**src/hdl/dcbp_regs.vh**
```
// Constants for the DC bus protection, brake and status lamp block.
// Assumes 12-bit unsigned bus samples from an external converter.
`ifndef DCBP_REGS_VH
`define DCBP_REGS_VH
`define DCBP_FULL_SCALE 12'hfff
`define DCBP_OV_TRIP 12'hd20
`define DCBP_UV_TRIP 12'h3d0
`define DCBP_UV_CLEAR 12'h480
`define DCBP_BRAKE_ON 12'hc30
`define DCBP_BRAKE_OFF 12'hb80
`endif

```
**src/hdl/dcbp_top.v**
```verilog
// DC bus over/under voltage detection, dynamic brake and status lamp.
// Assumes sample words and their strobe come from logic on clock_in,
// and config and fault-latch status from neighbouring sequencing logic.
// Lamp outputs lag their status inputs by one clock.
`include "dcbp_regs.vh"

// One fixed-level compare of a bus sample, at-or-above or at-or-below.
module dcbp_cmp #(
	parameter SAMPLE_W = 12,
	parameter AT_OR_ABOVE = 1,
	parameter [SAMPLE_W-1:0] LEVEL = {SAMPLE_W{1'b1}}
) (
	input wire [SAMPLE_W-1:0] sample_in,
	output reg hit_out
);
	// Levels are inclusive at both ends
	always @* begin
		if (AT_OR_ABOVE != 0) begin
			hit_out = (sample_in >= LEVEL);
		end else begin
			hit_out = (sample_in <= LEVEL);
		end
	end
endmodule

// Comparators, brake and lamp drive for one DC bus feedback word.
module dcbp_top #(
	parameter SAMPLE_W = 12
) (
	input wire clock_in,
	input wire reset_in,
	input wire [SAMPLE_W-1:0] bus_sample_in,
	input wire sample_valid_in,
	input wire config_ok_in,
	input wire hw_fail_in,
	input wire fault_latched_in,
	output reg bus_over_volt_flag_out,
	output reg bus_under_volt_flag_out,
	output reg brake_on_out,
	output reg fault_indicator_out,
	output reg healthy_indicator_out
);
	// Lamp modes: dark, healthy, fault
	localparam [1:0] LAMP_DARK = 2'h0;
	localparam [1:0] LAMP_GREEN = 2'h1;
	localparam [1:0] LAMP_RED = 2'h2;

	wire ov_hit;
	wire uv_set_hit;
	wire uv_clear_hit;
	wire brake_on_hit;
	wire brake_off_hit;

	reg nxt_ov;
	reg nxt_uv;
	reg nxt_brake;
	reg lamp_ok;
	reg [1:0] nxt_lamp_mode;
	reg nxt_red;
	reg nxt_green;

	// Full 12-bit span used as is, no scaling inside
	// Overvoltage trip, no release band
	dcbp_cmp #(
		.SAMPLE_W(SAMPLE_W),
		.AT_OR_ABOVE(1),
		.LEVEL(`DCBP_OV_TRIP)
	) u_ov_cmp (
		.sample_in(bus_sample_in),
		.hit_out(ov_hit)
	);

	// Undervoltage trip
	dcbp_cmp #(
		.SAMPLE_W(SAMPLE_W),
		.AT_OR_ABOVE(0),
		.LEVEL(`DCBP_UV_TRIP)
	) u_uv_set_cmp (
		.sample_in(bus_sample_in),
		.hit_out(uv_set_hit)
	);

	// Undervoltage release, above the trip to stop chatter
	dcbp_cmp #(
		.SAMPLE_W(SAMPLE_W),
		.AT_OR_ABOVE(1),
		.LEVEL(`DCBP_UV_CLEAR)
	) u_uv_clear_cmp (
		.sample_in(bus_sample_in),
		.hit_out(uv_clear_hit)
	);

	// Brake turn-on level
	dcbp_cmp #(
		.SAMPLE_W(SAMPLE_W),
		.AT_OR_ABOVE(1),
		.LEVEL(`DCBP_BRAKE_ON)
	) u_brake_on_cmp (
		.sample_in(bus_sample_in),
		.hit_out(brake_on_hit)
	);

	// Brake turn-off level
	dcbp_cmp #(
		.SAMPLE_W(SAMPLE_W),
		.AT_OR_ABOVE(0),
		.LEVEL(`DCBP_BRAKE_OFF)
	) u_brake_off_cmp (
		.sample_in(bus_sample_in),
		.hit_out(brake_off_hit)
	);

	// Only a strobed sample may move a flag or the brake
	always @* begin
		nxt_ov = bus_over_volt_flag_out;
		if (sample_valid_in) begin
			nxt_ov = ov_hit;
		end
	end

	// Set wins, so a bad pair of levels still gives a defined flag
	always @* begin
		nxt_uv = bus_under_volt_flag_out;
		if (sample_valid_in) begin
			if (uv_set_hit) begin
				nxt_uv = 1'b1;
			end else if (uv_clear_hit) begin
				nxt_uv = 1'b0;
			end
		end
	end

	// Between the two levels the brake keeps its last state
	always @* begin
		nxt_brake = brake_on_out;
		if (sample_valid_in) begin
			if (brake_on_hit) begin
				nxt_brake = 1'b1;
			end else if (brake_off_hit) begin
				nxt_brake = 1'b0;
			end
		end
	end

	// Dark wins over fault: a failed part cannot vouch for its own fault
	always @* begin
		lamp_ok = config_ok_in & ~hw_fail_in;
		if (!lamp_ok) begin
			nxt_lamp_mode = LAMP_DARK;
		end else if (fault_latched_in) begin
			nxt_lamp_mode = LAMP_RED;
		end else begin
			nxt_lamp_mode = LAMP_GREEN;
		end
	end

	always @* begin
		case (nxt_lamp_mode)
			LAMP_GREEN: begin
				nxt_red = 1'b0;
				nxt_green = 1'b1;
			end
			LAMP_RED: begin
				nxt_red = 1'b1;
				nxt_green = 1'b0;
			end
			LAMP_DARK: begin
				nxt_red = 1'b0;
				nxt_green = 1'b0;
			end
			default: begin
				nxt_red = 1'b0;
				nxt_green = 1'b0;
			end
		endcase
	end

	// Flags only request a fault; latching and PWM shutdown live next door
	always @(posedge clock_in or posedge reset_in) begin
		if (reset_in) begin
			bus_over_volt_flag_out <= 1'b0;
		end else begin
			bus_over_volt_flag_out <= nxt_ov;
		end
	end

	// Undervoltage state is the flag itself, no shadow copy
	always @(posedge clock_in or posedge reset_in) begin
		if (reset_in) begin
			bus_under_volt_flag_out <= 1'b0;
		end else begin
			bus_under_volt_flag_out <= nxt_uv;
		end
	end

	// Brake off in reset: the safe state while nothing is known
	always @(posedge clock_in or posedge reset_in) begin
		if (reset_in) begin
			brake_on_out <= 1'b0;
		end else begin
			brake_on_out <= nxt_brake;
		end
	end

	// Lamps dark in reset, as before configuration
	always @(posedge clock_in or posedge reset_in) begin
		if (reset_in) begin
			fault_indicator_out <= 1'b0;
		end else begin
			fault_indicator_out <= nxt_red;
		end
	end

	// Green rises one clock after release, no host step needed
	always @(posedge clock_in or posedge reset_in) begin
		if (reset_in) begin
			healthy_indicator_out <= 1'b0;
		end else begin
			healthy_indicator_out <= nxt_green;
		end
	end
endmodule

```
**config.mk**
```make
export PLATFORM = sky130hd
export DESIGN_NAME = dcbp_top
export DESIGN_NICKNAME = d
export VERILOG_FILES = /design/src/hdl/dcbp_top.v
export VERILOG_INCLUDE_DIRS = /design/src /design/src/hdl
export SDC_FILE = /design/constraint.sdc
export NUM_CORES = 1
export LEC_CHECK = 0
export ABC_AREA = 1
export BUFFER_PORTS_ARGS = -buffer_cell sky130_fd_sc_hd__buf_2
export CAP_MARGIN = 30
export CORE_AREA = 2 2 39 41
export DETAILED_ROUTE_END_ITERATION = 16
export DIE_AREA = 0 0 41 43
export PLACE_DENSITY = 0.56
export SYNTH_ARGS = -nofsm -noshare
export SYNTH_HDL_FRONTEND = slang
export SYNTH_SLANG_ARGS = --single-unit
```
**constraint.sdc**
```tcl
create_clock -name clock_in -period 0.8 [get_ports clock_in]
set_clock_uncertainty 0.15 [all_clocks]
set_input_delay 0.12 -clock clock_in [delete_from_list [all_inputs] [get_ports clock_in]]
set_output_delay 0.12 -clock clock_in [all_outputs]
set_load 0.01 [all_outputs]
```
==> metrics.txt <==
status complete, but fails checks; failing checks negative hold slack, negative setup slack; hold slack -0.0995 ns; PwrDens 1360 nW/um^2; CP bufs+invs 1; cell count after synthesis 58; total internal power 556 uW; Hold Crit Class in2reg; post-layout util 40.1%; Critical Path End Type output pin; Final Hold Violating Endpoints 3; Worst-Margin Slew 0.183 ns; die area 1760 um^2; crit path max fanout 2; reg2reg start brake_on_out; maximum vdd drop 0.668 mV; clk slew on worst S/H paths 0.04 ns; Max transition margin 87.7%; total track usage 11.6%; RSZ-0062 raised after global routing yes; syn_area_per_cell 6.10 um^2; DR WL/cell 8.34 um; Antenna Violating Nets Remaining 0; Area Overhead vs Synth 56.9%; Max Buffers Root-to-Sink 2; cts hold-fix bufs 1; number of diodes 0; final cell count without fillers approximately 110; routed wire length 876 um; largest family of logic cells by synthesized area simple AND/OR/NAND/NOR gates; ys async rst share 100%; TritonCTS Buffers 3; simple-gate share of the synthesized area 44.2%; flops & latches, synth 5; CTS tree built; Setup crit start bus_under_volt_flag_out; Sw Ratio between 20% and 30%; clock latency on the worst-skew pair roughly 0.23 ns; layout cells sized above 1 between 40% and 50%; post-synthesis sequential area ratio 35.3%; YS warnings 0; Final min period 1.01 ns; Mapped Area 354 um^2; total grt overflow 0; area fraction in compound gates after synthesis 7.77%; critical path required time around 0.53 ns; drt drc 0; Setup CP Type reg2out; Static Leak 0.000323 uW; Final Cell Area 556 um^2; first-pass GRT wire length ~1400 um; Hold Path Cell Cnt 2; crit path DAT ~0.74 ns; Most used DFF post-synth dfrtp_1; vias around 450; number of global-route vias before repair 411; largest delay contributor family on the critical path flip-flops; count leader, synth nand2_1; period utilization 126%; post-synthesis mux area share 0%; Post-Synth XOR/XNOR Area 0%; TritonRoute pass-1 iters 4; Fmax 991 MHz; Initial Util approximately a quarter; slowest CP cell dfrtp_1; Synth top area share 35.3%; hpwl dp 758 um; clock group share of total power 37.0%; Reg2Reg Depth 3; Final WS setup -0.209 ns; Yosys top cell by area dfrtp_1; starting DRC count in detailed routing 5; Via density 4.25; synth unique cells 13; Die X 41 um; Clock Sink Count 5; final net count approximately 110; part of the power in combinational logic 26.0%; Net Sw Power 202 uW; Seq pwr share between 30% and 40%; initial antenna violation count 0; Startpoint Class flip-flop; fin. max-slew vios 0; worst-path cell chain buf_2; I/O Buffers 22; core footprint 1380 um^2; row count 14; Max-cap violations 0; ranking of synthesized cells by area dfrtp_1, nand2_1, inv_1, nor2_1, nand3_1; number of synthesized flops with an enable pin 0; Setup Viol. Count Final 6; Syn Nets between 70 and 80; H-tree depth 1; Root Buffer clkbuf_4; io pins 23; max incr delay on CP 0.37 ns; FF-to-FF setup slack -0.05 ns; largest net degree at the start of global routing 7; Hold Startpoint fault_latched_in; adder-cell share of the synthesized area 0%; placed cell count 99; post-placement cell area 507 um^2; Hold Path Sink healthy_indicator_out; most instantiated cells after synthesis nand2_1, inv_1, dfrtp_1, nor2_1; die height 43 um; GPL Wtd Cong 0.693; r2r endpoint brake_on_out
## power by group through the flow
| stage | clock network [uW] | logic [uW] | registers [uW] |
|---|---|---|---|
| 4_1_cts | 300 | 188 | 281 |
| 6_report | 280 | 197 | 280 |
| 3_3_place_gp | 0 | 182 | 284 |
| 2_1_floorplan | 0 | 70.8 | 295 |
| 3_5_place_dp | 0 | 184 | 285 |
| 5_1_grt | 312 | 223 | 282 |
## per-stage QoR
| step | hold WS (ns) | setup WS [ns] | setup TNS (ns) | total power (uW) |
|---|---|---|---|---|
| after floorplan | -0.251 | 0.00277 | 0 | 365 |
| after global placement | -0.127 | -0.212 | -0.467 | 465 |
| after detailed placement | -0.128 | -0.208 | -0.475 | 469 |
| after CTS | -0.109 | -0.228 | -1.09 | 769 |
| after global routing | -0.0934 | -0.239 | -1.21 | 817 |
| final | -0.0995 | -0.209 | -1.05 | 758 |
## state kept, by name, indices dropped and copies added, names as in the netlist
signal and flops:
bus_under_volt_flag_out 1, brake_on_out 1, fault_indicator_out 1, healthy_indicator_out 1, bus_over_volt_flag_out 1
## layout make-up
type                    count  area, um^2
clock buffers               4        26.3
fillers                   153         828
inverters                  12        45.0
multi-input cells          41         189
flip-flops and latches      5         125
well taps                  16        20.0
repair buffers             27         150
## logic make-up (layout without fill, tap and decap cells)
| logic type | count (synthesis) | after routing |
|---|---|---|
| compound gates | 5 | 5 |
| buf+inv | 12 | 43 |
| flops | 5 | 5 |
| simple gates | 36 | 36 |
## repair_timing
item                                    CTS  global route
pin swaps                                 0             0
hold endpoints to repair                  8             2
resized for setup                         0             2
setup buffers                             0             1
endpoints found under the setup margin    5             6
## cell usage in the layout (no fill, tap or decap)
cell type / instances
nand2_1: 19
o211ai_1: 1
nand2_2: 2
inv_1: 7
inv_2: 5
o21ai_1: 3
buf_4: 4
nor2_1: 5
nor3_1: 2
nand3_1: 3
a21oi_1: 1
nand4_1: 2
nor3b_1: 2
clkbuf_4: 3
dfrtp_1: 5
buf_2: 22
clkbuf_1: 1
nor2_2: 1
dlygate4sd3_1: 1
## how the worst max path moves through the flow
stage / slack (ns) / cells after the start / end
after CTS: -0.23 / 1 / brake_on_out
after global routing: -0.24 / 1 / bus_under_volt_flag_out
after detailed placement: -0.21 / 9 / brake_on_out
after floorplan: 0.003 / 8 / brake_on_out
after global placement: -0.21 / 9 / brake_on_out
final: -0.21 / 1 / bus_under_volt_flag_out
## per-layer routing
layer  wire, um  track usage [%]  up-vias
met3         78             2.09        0
met4          0             6.00        0
li1           -                -      244
met2        447             20.3       16
met1        350             11.9      186
met5          0                0        -
Power figures use the tool's default switching activity.
